$ cat config.mk
export PLATFORM = sky130hd
export DESIGN_NAME = spc_standby_pins
export DESIGN_NICKNAME = d
export VERILOG_FILES = /design/src/design/spc_pkg.sv /design/src/design/spc_standby_pins.sv
export VERILOG_INCLUDE_DIRS = /design/src /design/src/design
export SDC_FILE = /design/constraint.sdc
export NUM_CORES = 1
export LEC_CHECK = 0
export ABC_AREA = 1
export BUFFER_PORTS_ARGS = -buffer_cell sky130_fd_sc_hd__buf_2
export CAP_MARGIN = 20
export CORE_ASPECT_RATIO = 0.8
export CORE_MARGIN = 2
export CORE_UTILIZATION = 46
export DETAILED_ROUTE_END_ITERATION = 7
export GPL_ROUTABILITY_DRIVEN = 1
export PLACE_DENSITY_LB_ADDON = 0.25
export SETUP_SLACK_MARGIN = 0.5
export SYNTH_ARGS = -nofsm -noshare
export SYNTH_HDL_FRONTEND = slang
export SYNTH_SLANG_ARGS = --single-unit
export TNS_END_PERCENT = 100
$ cat constraint.sdc
create_clock -name mclk_in -period 1.2 [get_ports mclk_in]
set_clock_uncertainty 0.1 [all_clocks]
set_input_delay 0.12 -clock mclk_in [delete_from_list [all_inputs] [get_ports mclk_in]]
set_output_delay 0.12 -clock mclk_in [all_outputs]
set_load 0.05 [all_outputs]
$ cat src/design/spc_map.svh
// Purpose: offsets, field positions, reset values and pin class masks for standby pin control
// Assumes: 8-bit register port, 8 pins
// Notes:   definitions only
`ifndef SPC_MAP_SVH
`define SPC_MAP_SVH

// register offsets
`define SPC_OFS_CTRL      8'h00
`define SPC_OFS_STATUS    8'h04
`define SPC_OFS_MASK      8'h08
`define SPC_OFS_STATE     8'h0C
`define SPC_OFS_EXTINT_EN 8'h10
`define SPC_OFS_CMP_EN    8'h14

// standby_control_reg fields
`define SPC_CTRL_HOLD_BIT  0
`define SPC_CTRL_CMD_LO    1
`define SPC_CTRL_CMD_HI    2
`define SPC_CTRL_BUSWK_BIT 3

// standby entry commands in the command field
`define SPC_CMD_NONE  2'h0
`define SPC_CMD_SLEEP 2'h1
`define SPC_CMD_STOP  2'h2
`define SPC_CMD_WATCH 2'h3

// status event bits
`define SPC_EV_ENTER   0
`define SPC_EV_WAKE    1
`define SPC_EV_BUSWAKE 2

// reset values
`define SPC_RST_BYTE 8'h00
`define SPC_RST_OE_N 8'hFF

// pin classes
`define SPC_EXTINT_MASK  8'h3F
`define SPC_CMP_IN_MASK  8'h1B
`define SPC_CMP_OUT_MASK 8'h24
`define SPC_SCL_PIN      6
`define SPC_SDA_PIN      7

`endif

$ cat src/design/spc_pkg.sv
// Purpose: shared types for standby pin control
// Assumes: 8 pins
// Notes:   constants live in spc_map.svh
package spc_pkg;

  typedef enum logic [1:0] {
    SPC_RUN,
    SPC_SLEEP,
    SPC_STOP,
    SPC_WATCH
  } spc_mode_t;

  // per-pin settings from the port and peripheral logic
  typedef struct packed {
    logic [7:0] port_out;
    logic [7:0] dir;
    logic [7:0] func_sel;
    logic [7:0] periph_out;
    logic [7:0] periph_oe;
    logic [7:0] pull_en;
  } spc_pin_cfg_t;

  // one register port request
  typedef struct packed {
    logic [7:0] addr;
    logic [7:0] wdata;
    logic       wr;
    logic       rd;
  } spc_bus_req_t;

endpackage

$ cat src/design/spc_standby_pins.sv
// Purpose: per-pin drive and input gating across run, sleep, stop, watch and reset
// Assumes: 10 MHz mclk_in; pad levels arrive asynchronously; pin settings from same clock
// Notes:   registers over a plain strobe port, read data one cycle after the read strobe
//
// What this block does
// (RL1) Run and sleep: pins behave as port or peripheral, unchanged.
// (RL2) Hold select 0 in stop/watch: outputs keep previous state, input blocked.
// (RL3) Hold select 1 in stop/watch: outputs high impedance, input blocked.
// (RL4) Blocked input: internal logic no longer sees the pad level.
// (RL5) Hold select is one bit of the standby control register.
// (RL6) Reset: pins high impedance, input gate on but function inactive.
// (RL7) Pull-up setting stays effective in high impedance standby.
// (RL8) External interrupt inputs stay live in standby when enabled.
// (RL9) Comparator inputs still reach comparator in standby when its interrupt enabled.
// (RL10) Comparator output pins keep working through stop and watch.
// (RL11) Two-wire bus activity wakes stop/watch when bus wake enabled.
// (RL12) Standby states apply to pins set as general-purpose port.
// (RL13) Forced high impedance holds internal input low against leakage.
// (RL14) Wake returns pins to drive and gating of their settings.
// (RL15) Hold select sampled at standby entry, used for whole standby.
`timescale 1ns/100ps
`default_nettype none
`include "spc_map.svh"

module spc_standby_pins
  import spc_pkg::*;
(
  input  wire logic         mclk_in,
  input  wire logic         reset_n_in,
  input  wire spc_bus_req_t bus_in,
  output logic [7:0]        rdata_out,
  input  wire spc_pin_cfg_t cfg_in,
  input  wire logic         wake_req_in,
  input  wire logic [7:0]   pad_in,
  output logic [7:0]        pad_out,
  output logic [7:0]        pad_oe_n_out,
  output logic [7:0]        pull_en_out,
  output logic [7:0]        core_in_out,
  output logic [7:0]        ext_int_in_out,
  output logic [7:0]        cmp_pass_out,
  output logic [1:0]        mode_out,
  output logic              irq_out
);

  // shared helper: pin value the settings ask for
  function automatic logic [7:0] pick(input logic [7:0] sel, input logic [7:0] a, input logic [7:0] b);
    pick = (sel & a) | (~sel & b);
  endfunction

  spc_mode_t  state_reg;
  logic       hold_sel_reg;
  logic       hold_lat_reg;
  logic       bus_wake_en_reg;
  logic [2:0] status_reg;
  logic [2:0] mask_reg;
  logic [7:0] ext_en_reg;
  logic [7:0] cmp_en_reg;
  logic [7:0] pad_s1_reg;
  logic [7:0] pad_s2_reg;
  logic [7:0] pad_prev_reg;
  logic       func_live_reg;
  logic [7:0] rdata_reg;
  logic [7:0] pad_out_reg;
  logic [7:0] pad_oe_n_reg;
  logic [7:0] pull_reg;
  logic [7:0] core_in_reg;
  logic [7:0] ext_in_reg;
  logic [7:0] cmp_pass_reg;
  logic       irq_reg;

  logic       standby;
  logic       hiz;
  logic [7:0] norm_out;
  logic [7:0] norm_oe;
  logic [1:0] cmd;
  logic       wr_ctrl;
  logic       ext_edge;
  logic       scl_fall;
  logic       sda_fall;
  logic       bus_wake;
  logic       wake;
  logic       enter;
  logic [2:0] ev_set;

  // pad synchroniser, second stage is the only reader of the first
  always_ff @(posedge mclk_in or negedge reset_n_in) begin
    if (!reset_n_in) begin
      pad_s1_reg   <= `SPC_RST_BYTE;
      pad_s2_reg   <= `SPC_RST_BYTE;
      pad_prev_reg <= `SPC_RST_BYTE;
    end else begin
      pad_s1_reg   <= pad_in;
      pad_s2_reg   <= pad_s1_reg;
      pad_prev_reg <= pad_s2_reg;
    end
  end

  // decode and wake sources
  assign standby  = (state_reg == SPC_STOP) || (state_reg == SPC_WATCH);
  assign hiz      = standby && hold_lat_reg;
  assign norm_out = pick(cfg_in.func_sel, cfg_in.periph_out, cfg_in.port_out);
  assign norm_oe  = pick(cfg_in.func_sel, cfg_in.periph_oe, cfg_in.dir);
  assign wr_ctrl  = bus_in.wr && (bus_in.addr == `SPC_OFS_CTRL);
  assign cmd      = bus_in.wdata[`SPC_CTRL_CMD_HI:`SPC_CTRL_CMD_LO];
  assign enter    = wr_ctrl && (state_reg == SPC_RUN) && (cmd != `SPC_CMD_NONE);
  assign ext_edge = |((pad_s2_reg ^ pad_prev_reg) & ext_en_reg & `SPC_EXTINT_MASK);
  assign scl_fall = pad_prev_reg[`SPC_SCL_PIN] && !pad_s2_reg[`SPC_SCL_PIN];
  assign sda_fall = pad_prev_reg[`SPC_SDA_PIN] && !pad_s2_reg[`SPC_SDA_PIN];
  assign bus_wake = standby && bus_wake_en_reg && (scl_fall || sda_fall); // [RL11]
  assign wake     = (state_reg != SPC_RUN) && (wake_req_in || ext_edge || bus_wake);
  assign ev_set   = {bus_wake, wake, enter};

  // mode sequencer; hold select captured only on entry
  always_ff @(posedge mclk_in or negedge reset_n_in) begin
    if (!reset_n_in) begin
      state_reg    <= SPC_RUN;
      hold_lat_reg <= 1'b0;
    end else begin
      case (state_reg)
        SPC_RUN: begin
          if (enter) begin
            hold_lat_reg <= hold_sel_reg; // [RL15]
            case (cmd)
              `SPC_CMD_SLEEP: state_reg <= SPC_SLEEP;
              `SPC_CMD_STOP:  state_reg <= SPC_STOP;
              default:        state_reg <= SPC_WATCH;
            endcase
          end
        end
        default: begin
          if (wake) begin
            state_reg <= SPC_RUN; // [RL14]
          end
        end
      endcase
    end
  end

  // software settings; hold select may change in standby but takes effect next entry
  always_ff @(posedge mclk_in or negedge reset_n_in) begin
    if (!reset_n_in) begin
      hold_sel_reg    <= 1'b0;
      bus_wake_en_reg <= 1'b0;
      mask_reg        <= 3'h0;
      ext_en_reg      <= `SPC_RST_BYTE;
      cmp_en_reg      <= `SPC_RST_BYTE;
    end else if (bus_in.wr) begin
      if (bus_in.addr == `SPC_OFS_CTRL) begin
        hold_sel_reg    <= bus_in.wdata[`SPC_CTRL_HOLD_BIT]; // [RL5]
        bus_wake_en_reg <= bus_in.wdata[`SPC_CTRL_BUSWK_BIT];
      end else if (bus_in.addr == `SPC_OFS_MASK) begin
        mask_reg <= bus_in.wdata[2:0];
      end else if (bus_in.addr == `SPC_OFS_EXTINT_EN) begin
        ext_en_reg <= bus_in.wdata;
      end else if (bus_in.addr == `SPC_OFS_CMP_EN) begin
        cmp_en_reg <= bus_in.wdata;
      end
    end
  end

  // sticky events, write one to clear; a new event beats the clear
  always_ff @(posedge mclk_in or negedge reset_n_in) begin
    if (!reset_n_in) begin
      status_reg <= 3'h0;
    end else if (bus_in.wr && (bus_in.addr == `SPC_OFS_STATUS)) begin
      status_reg <= (status_reg & ~bus_in.wdata[2:0]) | ev_set;
    end else begin
      status_reg <= status_reg | ev_set;
    end
  end

  // level interrupt from unmasked status
  always_ff @(posedge mclk_in or negedge reset_n_in) begin
    if (!reset_n_in) begin
      irq_reg <= 1'b0;
    end else begin
      irq_reg <= |(status_reg & mask_reg);
    end
  end

  // read port, unmapped offsets read zero
  always_ff @(posedge mclk_in or negedge reset_n_in) begin
    if (!reset_n_in) begin
      rdata_reg <= `SPC_RST_BYTE;
    end else if (!bus_in.rd) begin
      rdata_reg <= `SPC_RST_BYTE;
    end else if (bus_in.addr == `SPC_OFS_CTRL) begin
      rdata_reg <= {4'h0, bus_wake_en_reg, 2'h0, hold_sel_reg};
    end else if (bus_in.addr == `SPC_OFS_STATUS) begin
      rdata_reg <= {5'h00, status_reg};
    end else if (bus_in.addr == `SPC_OFS_MASK) begin
      rdata_reg <= {5'h00, mask_reg};
    end else if (bus_in.addr == `SPC_OFS_STATE) begin
      rdata_reg <= {5'h00, hold_lat_reg, state_reg};
    end else if (bus_in.addr == `SPC_OFS_EXTINT_EN) begin
      rdata_reg <= ext_en_reg;
    end else if (bus_in.addr == `SPC_OFS_CMP_EN) begin
      rdata_reg <= cmp_en_reg;
    end else begin
      rdata_reg <= `SPC_RST_BYTE;
    end
  end

  // pin function stays dead for the first cycle after reset
  always_ff @(posedge mclk_in or negedge reset_n_in) begin
    if (!reset_n_in) begin
      func_live_reg <= 1'b0; // [RL6]
    end else begin
      func_live_reg <= 1'b1;
    end
  end

  // output level: frozen in standby except comparator outputs
  always_ff @(posedge mclk_in or negedge reset_n_in) begin
    if (!reset_n_in) begin
      pad_out_reg <= `SPC_RST_BYTE;
    end else if (!standby) begin
      pad_out_reg <= norm_out; // [RL1] [RL12] [RL14]
    end else begin
      pad_out_reg <= pick(`SPC_CMP_OUT_MASK, norm_out, pad_out_reg); // [RL2] [RL10]
    end
  end

  // output enable, low while driving; reset floats every pin
  always_ff @(posedge mclk_in or negedge reset_n_in) begin
    if (!reset_n_in) begin
      pad_oe_n_reg <= `SPC_RST_OE_N; // [RL6]
    end else if (!func_live_reg || !standby) begin
      pad_oe_n_reg <= func_live_reg ? ~norm_oe : `SPC_RST_OE_N; // [RL1] [RL14]
    end else if (hiz) begin
      pad_oe_n_reg <= pick(`SPC_CMP_OUT_MASK, ~norm_oe, `SPC_RST_OE_N); // [RL3] [RL10]
    end else begin
      pad_oe_n_reg <= pick(`SPC_CMP_OUT_MASK, ~norm_oe, pad_oe_n_reg); // [RL2]
    end
  end

  // pull-up follows its setting in every mode, avoids floating hi-z pads
  always_ff @(posedge mclk_in or negedge reset_n_in) begin
    if (!reset_n_in) begin
      pull_reg <= `SPC_RST_BYTE;
    end else begin
      pull_reg <= cfg_in.pull_en; // [RL7]
    end
  end

  // core input gate: blocked in standby, forced low under hi-z
  always_ff @(posedge mclk_in or negedge reset_n_in) begin
    if (!reset_n_in) begin
      core_in_reg <= `SPC_RST_BYTE;
    end else if (!standby) begin
      core_in_reg <= func_live_reg ? pad_s2_reg : `SPC_RST_BYTE; // [RL1] [RL6]
    end else if (hiz) begin
      core_in_reg <= `SPC_RST_BYTE; // [RL13] [RL3] [RL4]
    end else begin
      core_in_reg <= core_in_reg; // [RL2] [RL4]
    end
  end

  // external interrupt path survives standby only where enabled
  always_ff @(posedge mclk_in or negedge reset_n_in) begin
    if (!reset_n_in) begin
      ext_in_reg <= `SPC_RST_BYTE;
    end else if (standby) begin
      ext_in_reg <= pad_s2_reg & ext_en_reg & `SPC_EXTINT_MASK; // [RL8]
    end else begin
      ext_in_reg <= pad_s2_reg & `SPC_EXTINT_MASK;
    end
  end

  // analog pass to comparators; in standby only with comparator irq enabled
  always_ff @(posedge mclk_in or negedge reset_n_in) begin
    if (!reset_n_in) begin
      cmp_pass_reg <= `SPC_RST_BYTE;
    end else if (standby) begin
      cmp_pass_reg <= cmp_en_reg & `SPC_CMP_IN_MASK; // [RL9]
    end else begin
      cmp_pass_reg <= `SPC_CMP_IN_MASK;
    end
  end

  assign rdata_out      = rdata_reg;
  assign pad_out        = pad_out_reg;
  assign pad_oe_n_out   = pad_oe_n_reg;
  assign pull_en_out    = pull_reg;
  assign core_in_out    = core_in_reg;
  assign ext_int_in_out = ext_in_reg;
  assign cmp_pass_out   = cmp_pass_reg;
  assign mode_out       = state_reg;
  assign irq_out        = irq_reg;

  // checks beside the logic
  property p_run_follows;
    @(posedge mclk_in) disable iff (!reset_n_in)
      (state_reg == SPC_RUN && func_live_reg) |=> (pad_oe_n_reg == ~$past(norm_oe)) && (pad_out_reg == $past(norm_out));
  endproperty
  a_run_follows: assert property (p_run_follows) else $error("run pins do not follow settings"); // [RL1]

  property p_hold_keeps;
    @(posedge mclk_in) disable iff (!reset_n_in)
      (standby && !hold_lat_reg) |=> (((pad_out_reg ^ $past(pad_out_reg)) & ~`SPC_CMP_OUT_MASK) == 8'h00);
  endproperty
  a_hold_keeps: assert property (p_hold_keeps) else $error("held pin level changed"); // [RL2]

  property p_hiz_float;
    @(posedge mclk_in) disable iff (!reset_n_in)
      (standby && hold_lat_reg) |=> ((pad_oe_n_reg | `SPC_CMP_OUT_MASK) == 8'hFF);
  endproperty
  a_hiz_float: assert property (p_hiz_float) else $error("pin driven in hi-z standby"); // [RL3]

  property p_hiz_low;
    @(posedge mclk_in) disable iff (!reset_n_in)
      (standby && hold_lat_reg) |=> (core_in_reg == 8'h00);
  endproperty
  a_hiz_low: assert property (p_hiz_low) else $error("open input not held low"); // [RL13]

  property p_blocked;
    @(posedge mclk_in) disable iff (!reset_n_in)
      (standby && !hold_lat_reg) |=> $stable(core_in_reg);
  endproperty
  a_blocked: assert property (p_blocked) else $error("blocked input still moves"); // [RL4]

  property p_pull;
    @(posedge mclk_in) disable iff (!reset_n_in)
      standby |=> (pull_reg == $past(cfg_in.pull_en));
  endproperty
  a_pull: assert property (p_pull) else $error("pull-up lost in standby"); // [RL7]

  property p_ext_live;
    @(posedge mclk_in) disable iff (!reset_n_in)
      standby |=> (ext_in_reg == ($past(pad_s2_reg) & $past(ext_en_reg) & `SPC_EXTINT_MASK));
  endproperty
  a_ext_live: assert property (p_ext_live) else $error("ext interrupt path wrong in standby"); // [RL8]

  property p_cmp_pass;
    @(posedge mclk_in) disable iff (!reset_n_in)
      standby |=> (cmp_pass_reg == ($past(cmp_en_reg) & `SPC_CMP_IN_MASK));
  endproperty
  a_cmp_pass: assert property (p_cmp_pass) else $error("comparator input gating wrong"); // [RL9]

  property p_cmp_out;
    @(posedge mclk_in) disable iff (!reset_n_in)
      standby |=> (((pad_out_reg ^ $past(norm_out)) & `SPC_CMP_OUT_MASK) == 8'h00);
  endproperty
  a_cmp_out: assert property (p_cmp_out) else $error("comparator output frozen"); // [RL10]

  property p_bus_wake;
    @(posedge mclk_in) disable iff (!reset_n_in)
      bus_wake |=> (state_reg == SPC_RUN) ##1 status_reg[`SPC_EV_BUSWAKE];
  endproperty
  a_bus_wake: assert property (p_bus_wake) else $error("bus activity did not wake"); // [RL11]

  property p_hold_steady;
    @(posedge mclk_in) disable iff (!reset_n_in)
      (standby ##1 standby) |-> $stable(hold_lat_reg);
  endproperty
  a_hold_steady: assert property (p_hold_steady) else $error("hold select moved in standby"); // [RL15]

  property p_reset_float;
    @(posedge mclk_in) disable iff (!reset_n_in)
      !func_live_reg |=> (pad_oe_n_reg == 8'hFF) && (core_in_reg == 8'h00);
  endproperty
  a_reset_float: assert property (p_reset_float) else $error("pins active during reset"); // [RL6]

endmodule
`default_nettype wire

==> flow_summary.ini, run 1 <==
[layout]
multi_input_area_um2 = 1864
final.fill_count = 419
drive_gt1_share_pct = 63.71
area_growth_syn_to_layout_pct = 78.39
insertedDiodeCount = 0
nets = 714
regArea_um2 = 2644

[detailed_routing]
wirelength_um = 13760
wire_per_inst_um = 18.18
via_per_inst = 5.260
postRouteAntennaNets = 0
drc = 0
drt_iter0_markers = 230
vias = 3982
dr.pass1.iters = 7

[timing]
setup_ws_ns = -0.1964
hold_ws_ns = -0.3612
hold_viol = 130
setup_viol = 41
rsz0062_at_grt = true
drv_slew = 0
period_share_pct = 116.4
layout_min_cycle_time_ns = 1.396
fmax_mhz = 716.1

[yosys]
synthCells = 415
synth_top_area_share_pct = 56.63
synth.ff_latch_count = 103
synth_area_leaders = dfrtp_1, nand2_1, dfstp_2
synthFlopType = dfrtp_1
yosys.area.top_type = dfrtp_1
synth.cell_area_um2 = 4198
synthArstFlopShare_pct = 100.0
synth_warnings = 0
synth_edf_count = 0
synth_most_common_cell = dfrtp_1
synth_area_per_cell_um2 = 10.12
synth_common_cells = dfrtp_1, nand2_1, inv_1
ys_types = 30
yosysSeqAreaShare_pct = 61.64

[global_routing]
grtUsageMet1_pct = 32.08
grt_overflow = 0
busiest_layer = met2
grt_usage_pct = 25.31
met2_usage_pct = 44.17
met3_usage_pct = 5.356
antenna_found_initial = 0
grt_max_degree = 61
grt_pass1_vias = 3832
grt_pass1_wl_um = 19440

[worst_hold_path]
hp-class = in -> async

[setup_path]
crit_family = simple AND/OR/NAND/NOR gates
worst_setup_path_start_kind = flip-flop
path_cells = buf_6 > nand3_4 > nand2_2 > nor2_2 > nand2_2 > nand2_2 > nand3_1 > nand2_1
endpoint_kind = flip-flop
cp.arrival_ns = 1.57
critPathBufInv = 1
crit_type = reg -> reg
cpPeakStageDelay_ns = 0.47
cp_slowest_cell = dfrtp_2
cp_max_fo = 6
cp.required_ns = 1.38
crit_top_cell = nand2_2

[clock_tree]
numCtsBuffers = 9
cts_hold_buf = 16
clk_pin_slew_ns = 0.08
clock_latency_ns = 0.35
htree_levels = 3
cts.sinks = 103
cts_tree = built
clockRootBuffer = clkbuf_16
clockBufferDepth = 2

[power_and_ir_drop]
leakagePower_nw = 3.509
total_power_w = 0.008708
power_density_nw_per_um2 = 1163
vdd_drop_max_v = 0.0009732

[floorplan]
die-area_um2 = 9910
io_pins = 136
die_h_um = 89.44
core_um2 = 8960
std_cell_rows = 31
die_w_um = 110.8
start_util_pct = 46.85

[place]
io_buffers = 129
gp_congestion = 0.8370
dp_hpwl_um = 7068

[outcome]
status = finished with violations
violations = negative hold slack, negative setup slack

[flow_run]
maxCapViolCount = 0
## cell families after synthesis
| group | count (synthesis) | synth area share [%] |
|---|---|---|
| DFF | 103 | 61.64 |
| and+or+nand+nor | 150 | 17.02 |
| buffers and inverters | 70 | 7.422 |
| other | 2 | 0.1789 |
| AOI/OAI and AO/OA | 86 | 12.79 |
| muxes | 4 | 0.9538 |
## where the power goes
group          total [W]  switching, W  leakage, nW  internal, W
logic            0.00175      0.000976         2.15     0.000775
clock network    0.00310       0.00139        0.152      0.00171
registers        0.00385      0.000171         1.21      0.00368
## placed cells by master (no fill, tap or decap), types with 3 or more instances in the layout
cell	count
a21oi_1	17
dfstp_2	8
clkbuf_16	9
buf_8	60
buf_4	30
o21ai_2	16
nor2_4	11
dfrtp_2	45
a21oi_4	4
dlygate4sd3_1	16
o22ai_2	9
buf_12	10
o21ai_1	13
conb_1	7
nand2_2	20
buf_2	67
nand2_1	52
o21ai_0	7
inv_4	3
inv_1	37
nand3_2	5
nand2_4	17
buf_6	32
nor2_1	17
mux2i_1	4
inv_2	10
a21oi_2	13
dfrtp_1	50
nor2_2	3
inv_8	5
or2_4	5
nand2_8	7
nand3_1	11
## repair_timing
action                                 CTS  global route
endpoints found under the hold margin  147           122
cloned                                   3             0
buffers inserted                        24            10
setup endpoints to repair              124           125
pin swaps                               46            39
gates resized for setup                291            48
## final cells by class
cell class / count / share of cell area (%)
Multi-Input combinational cell: 249 / 24.90
Clock inverter: 6 / 1.003
Inverter: 58 / 4.177
Clock buffer: 10 / 3.191
Timing Repair Buffer: 216 / 29.51
Tap cell: 115 / 1.921
Sequential cell: 103 / 35.30
## path summary, 6_finish.rpt
kind,start,to,slack [ns],cells after the start
setup / recovery,mode_out[1],mode_out[1],-0.20,8
hold / removal,reset_n_in,rdata_out[3],-0.36,2
setup reg to reg,mode_out[1],mode_out[1],-0.20,8
hold reg to reg,pad_s1_reg[2],pad_s2_reg[2],0.25,0
max in group asynchronous,reset_n_in,pad_oe_n_out[4],1.01,2
min in group mclk_in,cfg_in[13],pad_oe_n_out[5],-0.20,2
## metrics by stage
step | cells | utilization (%) | setup slack [ns] | TNS (ns) | cell area (µm²)
2_1_floorplan | 420 | - | -0.3178 | -4.899 | 4447
3_3_place_gp | 688 | 60.55 | -0.1426 | -3.611 | 5425
3_5_place_dp | 688 | 60.55 | -0.1860 | -4.561 | 5425
4_1_cts | 747 | 80.51 | -0.1192 | -1.090 | 7213
5_1_grt | 757 | 83.58 | -0.2644 | -5.772 | 7488
6_report | 757 | 83.58 | -0.1964 | -3.921 | 7488
## metal layers
metal	up-vias	wire [µm]
met5	-	0
met4	0	514
met3	50	942
met2	230	6996
met1	1943	5310
li1	1759	-
Note: power is estimated with default switching activity, not from simulation.
==> inputs of run 2 (changes only) <==
Settings changed: TNS_END_PERCENT 100 to 5.
==> flow_summary.ini, run 2 (synthesized netlist as in run 1, its figures left out) <==
[setup_path]
cp.arrival_ns = 1.47
cpPeakStageDelay_ns = 0.39
cp_max_fo = 3
crit_type = reg -> reg
path_cells = inv_1 > nand2_1 > nand2_2 > nand3_4 > nand2_2 > nor2_1 > nand2_1 > nand2_2 > nand3_2 > nand2_1
reg2reg_slack_ns = -0.14
worst_setup_path_start_kind = flip-flop
timing.rr.start = pad_s2_reg[6]
timing.rr.end = mode_out[0]
cp.required_ns = 1.33
rr_worst_depth = 10
endpoint_kind = flip-flop
cp_slowest_cell = dfrtp_1

[clock_tree]
clock_latency_ns = 0.34
numCtsBuffers = 9
clk_pin_slew_ns = 0.07
cts_tree = built
clockBufferDepth = 2
htree_levels = 3
clockRootBuffer = clkbuf_16
cts_hold_buf = 16
cts.sinks = 103

[detailed_routing]
wire_per_inst_um = 14.89
vias = 3595
postRouteAntennaNets = 0
wirelength_um = 10840
drt_iter0_markers = 153
via_per_inst = 4.938
drc = 0
dr.pass1.iters = 5

[timing]
drv_slew = 0
finalSetupTns_ns = -1.417
setup_viol = 28
hold_viol = 129
layout_min_cycle_time_ns = 1.341
setup_ws_ns = -0.1413
period_share_pct = 111.8
hold_ws_ns = -0.4155
fmax_mhz = 745.5
rsz0062_at_grt = true

[place]
gp_congestion = 0.8350
io_buffers = 129
dp_hpwl_um = 6941
dp_slack_ns = -0.1081

[power_and_ir_drop]
switching_share_pct = 27.54
p_int_w = 0.006128
combinationalPowerShare_pct = 17.4
power_density_nw_per_um2 = 1267
seqPwrFrac_pct = 45.1
switching_power_w = 0.002329
p_clk_share_pct = 37.6
leakagePower_nw = 3.217
vdd_drop_max_v = 0.001017

[floorplan]
std_cell_rows = 31
die_w_um = 110.8
start_util_pct = 46.85
die-area_um2 = 9910
die_h_um = 89.44
io_pins = 136
core_um2 = 8960

[global_routing]
grt_overflow = 0
grt_max_degree = 44
grt_pass1_wl_um = 16530
antenna_found_initial = 0
grt_usage_pct = 21.07
grt_pass1_vias = 3519

[layout]
area_growth_syn_to_layout_pct = 59.05
insertedDiodeCount = 0
final_cell_mix = dfrtp_1, buf_2, buf_6
regArea_um2 = 2589
nets = 685
drive_gt1_share_pct = 52.04
multi_input_area_um2 = 1687
final.fill_count = 590
final_common_cell = dfrtp_1

[worst_hold_path]
hp-class = in -> async

[outcome]
violations = negative hold slack, negative setup slack
status = finished with violations

[flow_run]
maxCapViolCount = 0
## run 2: cell types whose count changed in the layout (fill, tap and decap cells not counted), moves of 4 or more
cell,delta
buf_4,-5
o22ai_1,+5
inv_6,+4
buf_6,+33
a21oi_4,-4
buf_8,-46
o22ai_2,-6
dfrtp_1,+44
dfrtp_2,-44
nand2_8,-4
buf_12,-8
nor2_1,+4
## run 2: stage by stage
step           power, W  cell area (µm²)  util (%)  cells
6_report       0.008457             6676     74.51    728
5_1_grt        0.008787             6676     74.51    728
4_1_cts        0.008396             6392     71.34    723
3_5_place_dp   0.004958             5229     58.36    690
3_3_place_gp   0.004937             5229     58.36    690
2_1_floorplan  0.004503             4224         -    420
## run 2: critical path: cells and delay by family (launching register included)
kind | cells | cell delay [ns]
DFF | 1 | 0.39
buffers and inverters | 1 | 0.10
and+or+nand+nor | 9 | 0.63
## run 2: power by group through the flow
stage	clock network [W]	registers (W)	logic, W
after floorplan	0	0.00414	0.000363
after global placement	0	0.00383	0.00111
after detailed placement	0	0.00383	0.00113
after CTS	0.00322	0.00380	0.00138
after global routing	0.00338	0.00383	0.00157
final	0.00318	0.00381	0.00147
## run 2: metal layers
metal | global-route usage (%) | up-vias | part of all wire (%)
li1 | - | 1705 | -
met1 | 27.04 | 1738 | 42
met2 | 36.20 | 137 | 51
met3 | 6.305 | 15 | 6.1
met4 | 4.659 | 0 | 1.3
met5 | 0 | - | 0
## run 2: layout make-up
cell class,count,share of cell area [%]
sequential,103,38.77
tap,115,2.155
multi-input combinational,247,25.26
inverter,58,3.973
clock buffer,9,3.373
clock inverter,7,1.518
timing repair buffer,189,24.94
## run 2: worst max-delay path by stage
| stage | start | end | slack [ns] | depth (start not counted) |
|---|---|---|---|---|
| global placement | mode_out[1] | mode_out[1] | -0.1 | 8 |
| CTS | mode_out[1] | mode_out[1] | -0.09 | 2 |
| floorplan | mode_out[1] | pad_oe_n_out[4] | -0.32 | 5 |
| global route | pad_s2_reg[6] | mode_out[1] | -0.22 | 10 |
| finish | pad_s2_reg[6] | mode_out[0] | -0.14 | 10 |
| detailed placement | mode_out[1] | mode_out[0] | -0.11 | 5 |
## run 2: what timing repair did
item / 4_1_cts / 5_1_grt
gates resized for setup: 209 / 67
setup endpoints to repair: 126 / 126
endpoints found under the hold margin: 146 / 125
pin swaps: 51 / 59
setup buffers: 1 / 5
